## config.mk

```make
export PLATFORM = sky130hd
export DESIGN_NAME = sbcic_ctrl_status
export DESIGN_NICKNAME = d
export VERILOG_FILES = /design/src/sbcic_pkg.sv /design/src/sbcic_ctrl_status.sv /design/src/sbcic_flag.sv
export SDC_FILE = /design/constraint.sdc
export NUM_CORES = 1
export LEC_CHECK = 0
export CORE_ASPECT_RATIO = 2
export CORE_MARGIN = 2
export CORE_UTILIZATION = 52
export DETAILED_ROUTE_END_ITERATION = 8
export DONT_BUFFER_PORTS = 1
export PLACE_DENSITY_LB_ADDON = 0.08
export SLEW_MARGIN = 0
export SYNTH_ARGS = -nofsm -noshare
export SYNTH_HDL_FRONTEND = slang
export SYNTH_SLANG_ARGS = --single-unit
```

## constraint.sdc

```tcl
create_clock -name clk -period 2.2 [get_ports clk]
set_clock_uncertainty 0.15 [all_clocks]
set_input_delay 0.22 -clock clk [delete_from_list [all_inputs] [get_ports clk]]
set_output_delay 0.22 -clock clk [all_outputs]
set_load 0.005 [all_outputs]
```

## src/sbcic_pkg.sv

```systemverilog
// package: register layout, reset values and types for the interrupt control/status block
package sbcic_pkg;

    // ************************************************************
    // register addresses (3-bit address field of each frame)
    // ************************************************************
    localparam logic [2:0] SBCIC_ADDR_CTRL = 3'h2;
    localparam logic [2:0] SBCIC_ADDR_STAT = 3'h3;

    // ************************************************************
    // field positions
    // ************************************************************
    localparam int SBCIC_BIT_LOCK = 12;
    localparam int SBCIC_BIT_MAINUV = 11;
    localparam int SBCIC_BIT_XCVRUV = 10;
    localparam int SBCIC_BIT_LINA = 9;
    localparam int SBCIC_BIT_LINB = 8;
    localparam int SBCIC_BIT_TICK = 7;
    localparam int SBCIC_BIT_WAKEA = 6;
    localparam int SBCIC_BIT_PWRUP = 5;
    localparam int SBCIC_BIT_WAKEB = 4;
    localparam int SBCIC_BIT_CANWK = 3;
    localparam int SBCIC_BIT_CANSTBY = 3;
    localparam int SBCIC_BIT_RSTLVL = 2;
    localparam int SBCIC_BIT_WSAMPA = 1;
    localparam int SBCIC_BIT_WSAMPB = 0;
    localparam int SBCIC_BIT_MAINUVEN = 11;
    localparam int SBCIC_BIT_XCVRUVEN = 10;

    // flag bits 11..3 are clearable; reserved 2..0 always zero
    localparam logic [12:0] SBCIC_STAT_FLAGS = 13'h0FF8;
    localparam logic [12:0] SBCIC_CTRL_MASK = 13'h1FFF;

    // ************************************************************
    // reset values
    // ************************************************************
    localparam logic [12:0] SBCIC_STAT_RESET = 13'h0020;
    localparam logic [12:0] SBCIC_CTRL_RESET = 13'h0000;

    // ************************************************************
    // types
    // ************************************************************
    typedef enum logic [1:0] {SBCIC_XCVR_ACTIVE, SBCIC_XCVR_OFF, SBCIC_XCVR_LOWPWR} sbcic_xcvr_t;

    // write request from the serial frame decoder
    typedef struct packed {
        logic valid;
        logic [2:0] addr;
        logic [12:0] data;
    } sbcic_wr_t;

    // hardware events raised by the rest of the chip
    typedef struct packed {
        logic mainUv;
        logic xcvrUv;
        logic linA;
        logic linB;
        logic wdOverflow;
        logic wakeA;
        logic wakeB;
        logic canWake;
    } sbcic_evt_t;

endpackage : sbcic_pkg

```

## src/sbcic_ctrl_status.sv

```systemverilog
// module: interrupt control low bits and interrupt status register of the basis chip
`timescale 1ns/1ns
module sbcic_ctrl_status
    import sbcic_pkg::*;
(
    input wire logic clk,
    input wire logic rstn,
    input sbcic_wr_t wrReq,
    input wire logic [2:0] rdAddr,
    output logic [15:0] rdData,
    input sbcic_evt_t evt,
    input wire logic [1:0] chipModeField,
    input wire logic leaveOff,
    input wire logic wdTimeoutMode,
    input wire logic wakeBiasOutput,
    input wire logic wakeInputA,
    input wire logic wakeInputB,
    output sbcic_xcvr_t canXcvrMode,
    output logic canWakeDetectEn,
    output logic canWakeFlagClr,
    output logic resetLevelSelect,
    output logic wakeSampleA,
    output logic wakeSampleB,
    output logic wakeA,
    output logic wakeB,
    output logic resetOnTick,
    output logic [12:0] statusOut
);

    // ************************************************************
    // control register (low 13 bits, address field read back)
    // ************************************************************
    logic [12:0] ctrl_reg;
    logic [12:0] ctrl_next;
    logic ctrlWr;
    logic statWr;

    assign ctrlWr = wrReq.valid && wrReq.addr == SBCIC_ADDR_CTRL;
    assign statWr = wrReq.valid && wrReq.addr == SBCIC_ADDR_STAT;

    // control register has its own lock bit; honoured the same way
    always_comb
    begin
        ctrl_next = ctrl_reg;
        if (ctrlWr && !ctrl_reg[SBCIC_BIT_LOCK])
            ctrl_next = wrReq.data & SBCIC_CTRL_MASK;
        else if (ctrlWr)
            ctrl_next[SBCIC_BIT_LOCK] = wrReq.data[SBCIC_BIT_LOCK];
    end

    always_ff @(posedge clk or negedge rstn)
    begin
        if (!rstn)
            ctrl_reg <= SBCIC_CTRL_RESET;
        else
            ctrl_reg <= ctrl_next;
    end

    // ************************************************************
    // transceiver and threshold steering
    // ************************************************************
    logic canStandby;
    logic normalMode;
    assign canStandby = ctrl_reg[SBCIC_BIT_CANSTBY];
    assign normalMode = chipModeField[1];

    // transceiver mode from standby bit and chip mode
    always_comb
    begin
        if (canStandby)
            canXcvrMode = SBCIC_XCVR_LOWPWR;
        else if (normalMode)
            canXcvrMode = SBCIC_XCVR_ACTIVE;
        else
            canXcvrMode = SBCIC_XCVR_OFF;
    end

    assign canWakeDetectEn = canStandby;
    assign canWakeFlagClr = !canStandby && normalMode;
    assign resetLevelSelect = ctrl_reg[SBCIC_BIT_RSTLVL];
    assign wakeSampleA = ctrl_reg[SBCIC_BIT_WSAMPA];
    assign wakeSampleB = ctrl_reg[SBCIC_BIT_WSAMPB];

    // ************************************************************
    // wake input sampling
    // ************************************************************
    logic wakeA_reg;
    logic wakeB_reg;
    logic wakeA_next;
    logic wakeB_next;

    // sampled mode only updates while bias is high, so a glitch between strobes is missed
    always_comb
    begin
        wakeA_next = wakeA_reg;
        wakeB_next = wakeB_reg;
        if (!wakeSampleA || wakeBiasOutput)
            wakeA_next = wakeInputA;
        if (!wakeSampleB || wakeBiasOutput)
            wakeB_next = wakeInputB;
    end

    always_ff @(posedge clk or negedge rstn)
    begin
        if (!rstn)
        begin
            wakeA_reg <= 1'b0;
            wakeB_reg <= 1'b0;
        end
        else
        begin
            wakeA_reg <= wakeA_next;
            wakeB_reg <= wakeB_next;
        end
    end

    assign wakeA = wakeA_reg;
    assign wakeB = wakeB_reg;

    // ************************************************************
    // status register: lock bit and pending flags
    // ************************************************************
    logic lock_reg;
    logic lock_next;
    logic [12:0] clrMask;
    logic [12:0] setMask;
    logic [12:0] flags;

    // lock bit itself stays writable so software can release it
    always_comb
    begin
        lock_next = lock_reg;
        if (statWr)
            lock_next = wrReq.data[SBCIC_BIT_LOCK];
    end

    always_ff @(posedge clk or negedge rstn)
    begin
        if (!rstn)
            lock_reg <= SBCIC_STAT_RESET[SBCIC_BIT_LOCK];
        else
            lock_reg <= lock_next;
    end

    // write-one-to-clear, blocked while locked; reserved bits masked
    assign clrMask = (statWr && !lock_reg) ? (wrReq.data & SBCIC_STAT_FLAGS)
        : 13'h0000;

    // event sources for each flag
    always_comb
    begin
        setMask = 13'h0000;
        setMask[SBCIC_BIT_MAINUV] = evt.mainUv && ctrl_reg[SBCIC_BIT_MAINUVEN];
        setMask[SBCIC_BIT_XCVRUV] = evt.xcvrUv && ctrl_reg[SBCIC_BIT_XCVRUVEN];
        setMask[SBCIC_BIT_LINA] = evt.linA;
        setMask[SBCIC_BIT_LINB] = evt.linB;
        setMask[SBCIC_BIT_TICK] = evt.wdOverflow && wdTimeoutMode;
        setMask[SBCIC_BIT_WAKEA] = evt.wakeA;
        setMask[SBCIC_BIT_PWRUP] = leaveOff;
        setMask[SBCIC_BIT_WAKEB] = evt.wakeB;
        setMask[SBCIC_BIT_CANWK] = evt.canWake && canStandby;
    end

    // one sticky cell per flag bit
    genvar gi;
    generate
        for (gi = 0; gi < 13; gi++)
        begin : g_flag
            if (SBCIC_STAT_FLAGS[gi])
            begin : g_live
                sbcic_flag #(
                    .RESET_VAL(SBCIC_STAT_RESET[gi])
                ) u_flag (
                    .clk(clk),
                    .rstn(rstn),
                    .setEvt(setMask[gi]),
                    .clrReq(clrMask[gi]),
                    .flag(flags[gi])
                );
            end
            else if (gi == SBCIC_BIT_LOCK)
            begin : g_lock
                assign flags[gi] = lock_reg;
            end
            else
            begin : g_rsvd
                assign flags[gi] = 1'b0;
            end
        end
    endgenerate

    assign statusOut = flags;

    // overflow with cyclic already pending asks the chip for a system reset
    assign resetOnTick = evt.wdOverflow && wdTimeoutMode && flags[SBCIC_BIT_TICK];

    // ************************************************************
    // read data register
    // ************************************************************
    logic [15:0] rdData_reg;
    logic [15:0] rdData_next;

    always_comb
    begin
        case (rdAddr)
            SBCIC_ADDR_CTRL: rdData_next = {SBCIC_ADDR_CTRL, ctrl_reg};
            SBCIC_ADDR_STAT: rdData_next = {SBCIC_ADDR_STAT, flags};
            default: rdData_next = {rdAddr, 13'h0000};
        endcase
    end

    always_ff @(posedge clk or negedge rstn)
    begin
        if (!rstn)
            rdData_reg <= 16'h0000;
        else
            rdData_reg <= rdData_next;
    end

    assign rdData = rdData_reg;
endmodule : sbcic_ctrl_status

```

## src/sbcic_flag.sv

```systemverilog
// module: one sticky pending flag with write-one-to-clear
`timescale 1ns/1ns
module sbcic_flag
    import sbcic_pkg::*;
#(
    parameter logic RESET_VAL = 1'b0
)(
    input wire logic clk,
    input wire logic rstn,
    input wire logic setEvt,
    input wire logic clrReq,
    output logic flag
);

    logic flag_reg;
    logic flag_next;

    // set wins over a clear in the same cycle, so no event is lost
    always_comb
    begin
        flag_next = flag_reg;
        if (clrReq)
            flag_next = 1'b0;
        if (setEvt)
            flag_next = 1'b1;
    end

    always_ff @(posedge clk or negedge rstn)
    begin
        if (!rstn)
            flag_reg <= RESET_VAL;
        else
            flag_reg <= flag_next;
    end

    assign flag = flag_reg;

endmodule : sbcic_flag

```

==> impl_metrics.toml <==
[run_status]
status = "completed"

[floorplan]
io_pins = 76
rows = 30
die-area_um2 = 3978
die_h_um = 87.22
fp.dieW_um = 45.61
start_util_pct = 53.90
core_area_um2 = 3341

[synthesis]
ys_seq_area_share_pct = 57.05
yosys.area.top_type = "dfrtp_1"
ys.flop_type = "dfrtp_1"
ys_top_cells_by_count = "40 x dfrtp_1, 17 x nand2_1, 14 x buf_4"
ys_types = 20
ys_seq_elements = 41
synth-edff-count = 0
yosysMostFrequentCell = "dfrtp_1"
async_reset_ff_share_pct = 100.0
ys_warn_count = 0
synth_top_area_share_pct = 55.59
synth_area_per_cell_um2 = 12.25
syn_area_um2 = 1800
synth_area_leaders = "dfrtp_1 56%, mux2_4 8.3%, buf_4 5.8%"
synthCells = 147

[clocking]
cts_tree = "yes"
holdBufCountCts = 39
cts-htree-levels = 2
clkLatencyLatePin_ns = 0.28
numCtsBuffers = 5
clockBufferDepth = 2
cts_resized = 0
cts_root_buf = "clkbuf_8"
post_cts_buffers = 0
clkTransAtPathRegs_ns = 0.07
cts_sinks = 41

[placed_design]
dp_cells = 157
gp_congestion = 0.6718
place_hpwl_um = 2269
dpl_cell_area_um2 = 1697
io_buffers = 0

[worst_setup_path]
crit_path_max_fanout = 2
cp-end-kind = "register"
regToRegSetupSlack_ns = 0.41
critPathKind = "input port to register"
critPathLaunchType = "input port"
worstPathRequired_ns = 2.22
r2r_cells = 3
worstPathArrival_ns = 1.96

[grt]
grt.overflow.total = 0
track_usage_pct = 20.89
grt_pass1_vias = 1282
antenna_found_initial = 0
grt_pass1_wl_um = 5885
grt_max_degree = 42

[finish]
final_area_um2 = 2187
drive_gt1_share_pct = 15.12
nets = 208
fin_util_pct = 65.47
largest_reg_flops = 16
n_antenna_cell = 0
fin_cells = 204
area_delta_synth_final_pct = 21.47

[hold_path]
worstHoldPathCells = 2
hp-class = "input port to register"

[timing]
tightest_slew_ns = 0.8273
hold_viol_final = 0
finalMaxSlewViolations = 0
period_share_pct = 88.20
setup_tns_ns = 0
rsz0062_at_grt = "false"
setup_violations = 0
min_period_ns = 1.940
slew_headroom_pct = 44.67
fmax_mhz = 515.4

[detailed_routing]
vias = 1157
first_pass_iters = 4
avgRoutedWirePerCell_um = 18.22
drtIter0Drc = 29
ant_nets = 0
drc_errors = 0
viasPerCell = 5.672
drt_wl_total_um = 3716

[power]
p_per_area_nw_per_um2 = 759.9
leakagePower_nw = 0.9811
ir_worst_vdd_uv = 554.4
power_mw = 1.662

[job]
drv_cap = 0
[per-layer routing]
| layer | track usage, % | routed length [µm] | vias to the layer above |
|---|---|---|---|
| met4 | 8.021 | 63 | 0 |
| met2 | 37.13 | 1984 | 64 |
| li1 | - | - | 514 |
| met1 | 21.50 | 1359 | 574 |
| met3 | 6.432 | 309 | 5 |
| met5 | 0 | 0 | - |
[where the power goes]
part | leakage, nW | total, mW | internal (mW) | switching [mW]
combinational | 0.452 | 0.242 | 0.157 | 0.0846
sequential | 0.483 | 0.929 | 0.843 | 0.0866
clock | 0.0455 | 0.491 | 0.256 | 0.235
total | 0.981 | 1.66 | 1.26 | 0.406
[metrics by stage]
stage               setup slack [ns]  hold slack, ns
global route                  0.2404         0.04353
global placement              0.6250         -0.2248
CTS                           0.2779         0.03327
finish                        0.2596         0.04404
detailed placement            0.6139         -0.2248
floorplan                     0.7167         -0.2256
[cells by family (layout without fill, tap and decap cells)]
logic type / after synthesis / count (layout) / share of synthesized area, %
other: 1 / 3 / 0.2083
flip-flops: 41 / 41 / 57.05
AND/OR/NAND/NOR: 45 / 45 / 12.72
AO/OA/AOI/OAI: 9 / 9 / 3.752
multiplexers: 26 / 26 / 17.65
buffers and inverters: 25 / 48 / 8.617
[path summary, 6_finish.rpt]
path,startpoint,end
worst max-delay path,wdTimeoutMode,g_flag[7].g_live.u_flag.flag
min in group asynchronous,rstn,rdData[4]
worst min-delay path,wrReq[13],ctrl_reg[12]
max in group asynchronous,rstn,g_flag[5].g_live.u_flag.flag
worst min register to register,ctrl_reg[7],ctrl_reg[7]
worst max register to register,lock_reg,g_flag[3].g_live.u_flag.flag
[area by class of cell]
class | instances | area [µm²]
flip-flops and latches | 41 | 1027
clock buffers | 8 | 90.09
fillers | 270 | 1154
well taps | 32 | 40.04
multi-input cells | 83 | 625.6
inverters | 1 | 3.754
repair buffers | 39 | 400.4
[critical path, stage by stage]
cell and delay (ns):
dlygate4sd3_1 0.54, nand2_1 0.06, dlygate4sd3_1 0.54, nand2_1 0.05, dlygate4sd3_1 0.55
[cells in the final DEF (no fill, tap or decap)]
cell           count
nand2b_1           8
nand3b_4           1
mux2_4            10
dlygate4sd3_1     38
dfrtp_1           40
mux2_2             6
nor3b_1            3
conb_1             3
and3_1             1
buf_12             1
clkbuf_8           6
dfstp_2            1
nor2_1            13
nand2_1           17
nor2b_1            1
clkbuf_1           2
inv_1              1
o31ai_1            9
or3_4              1
mux2i_1           10
Power figures use the tool's default switching activity.
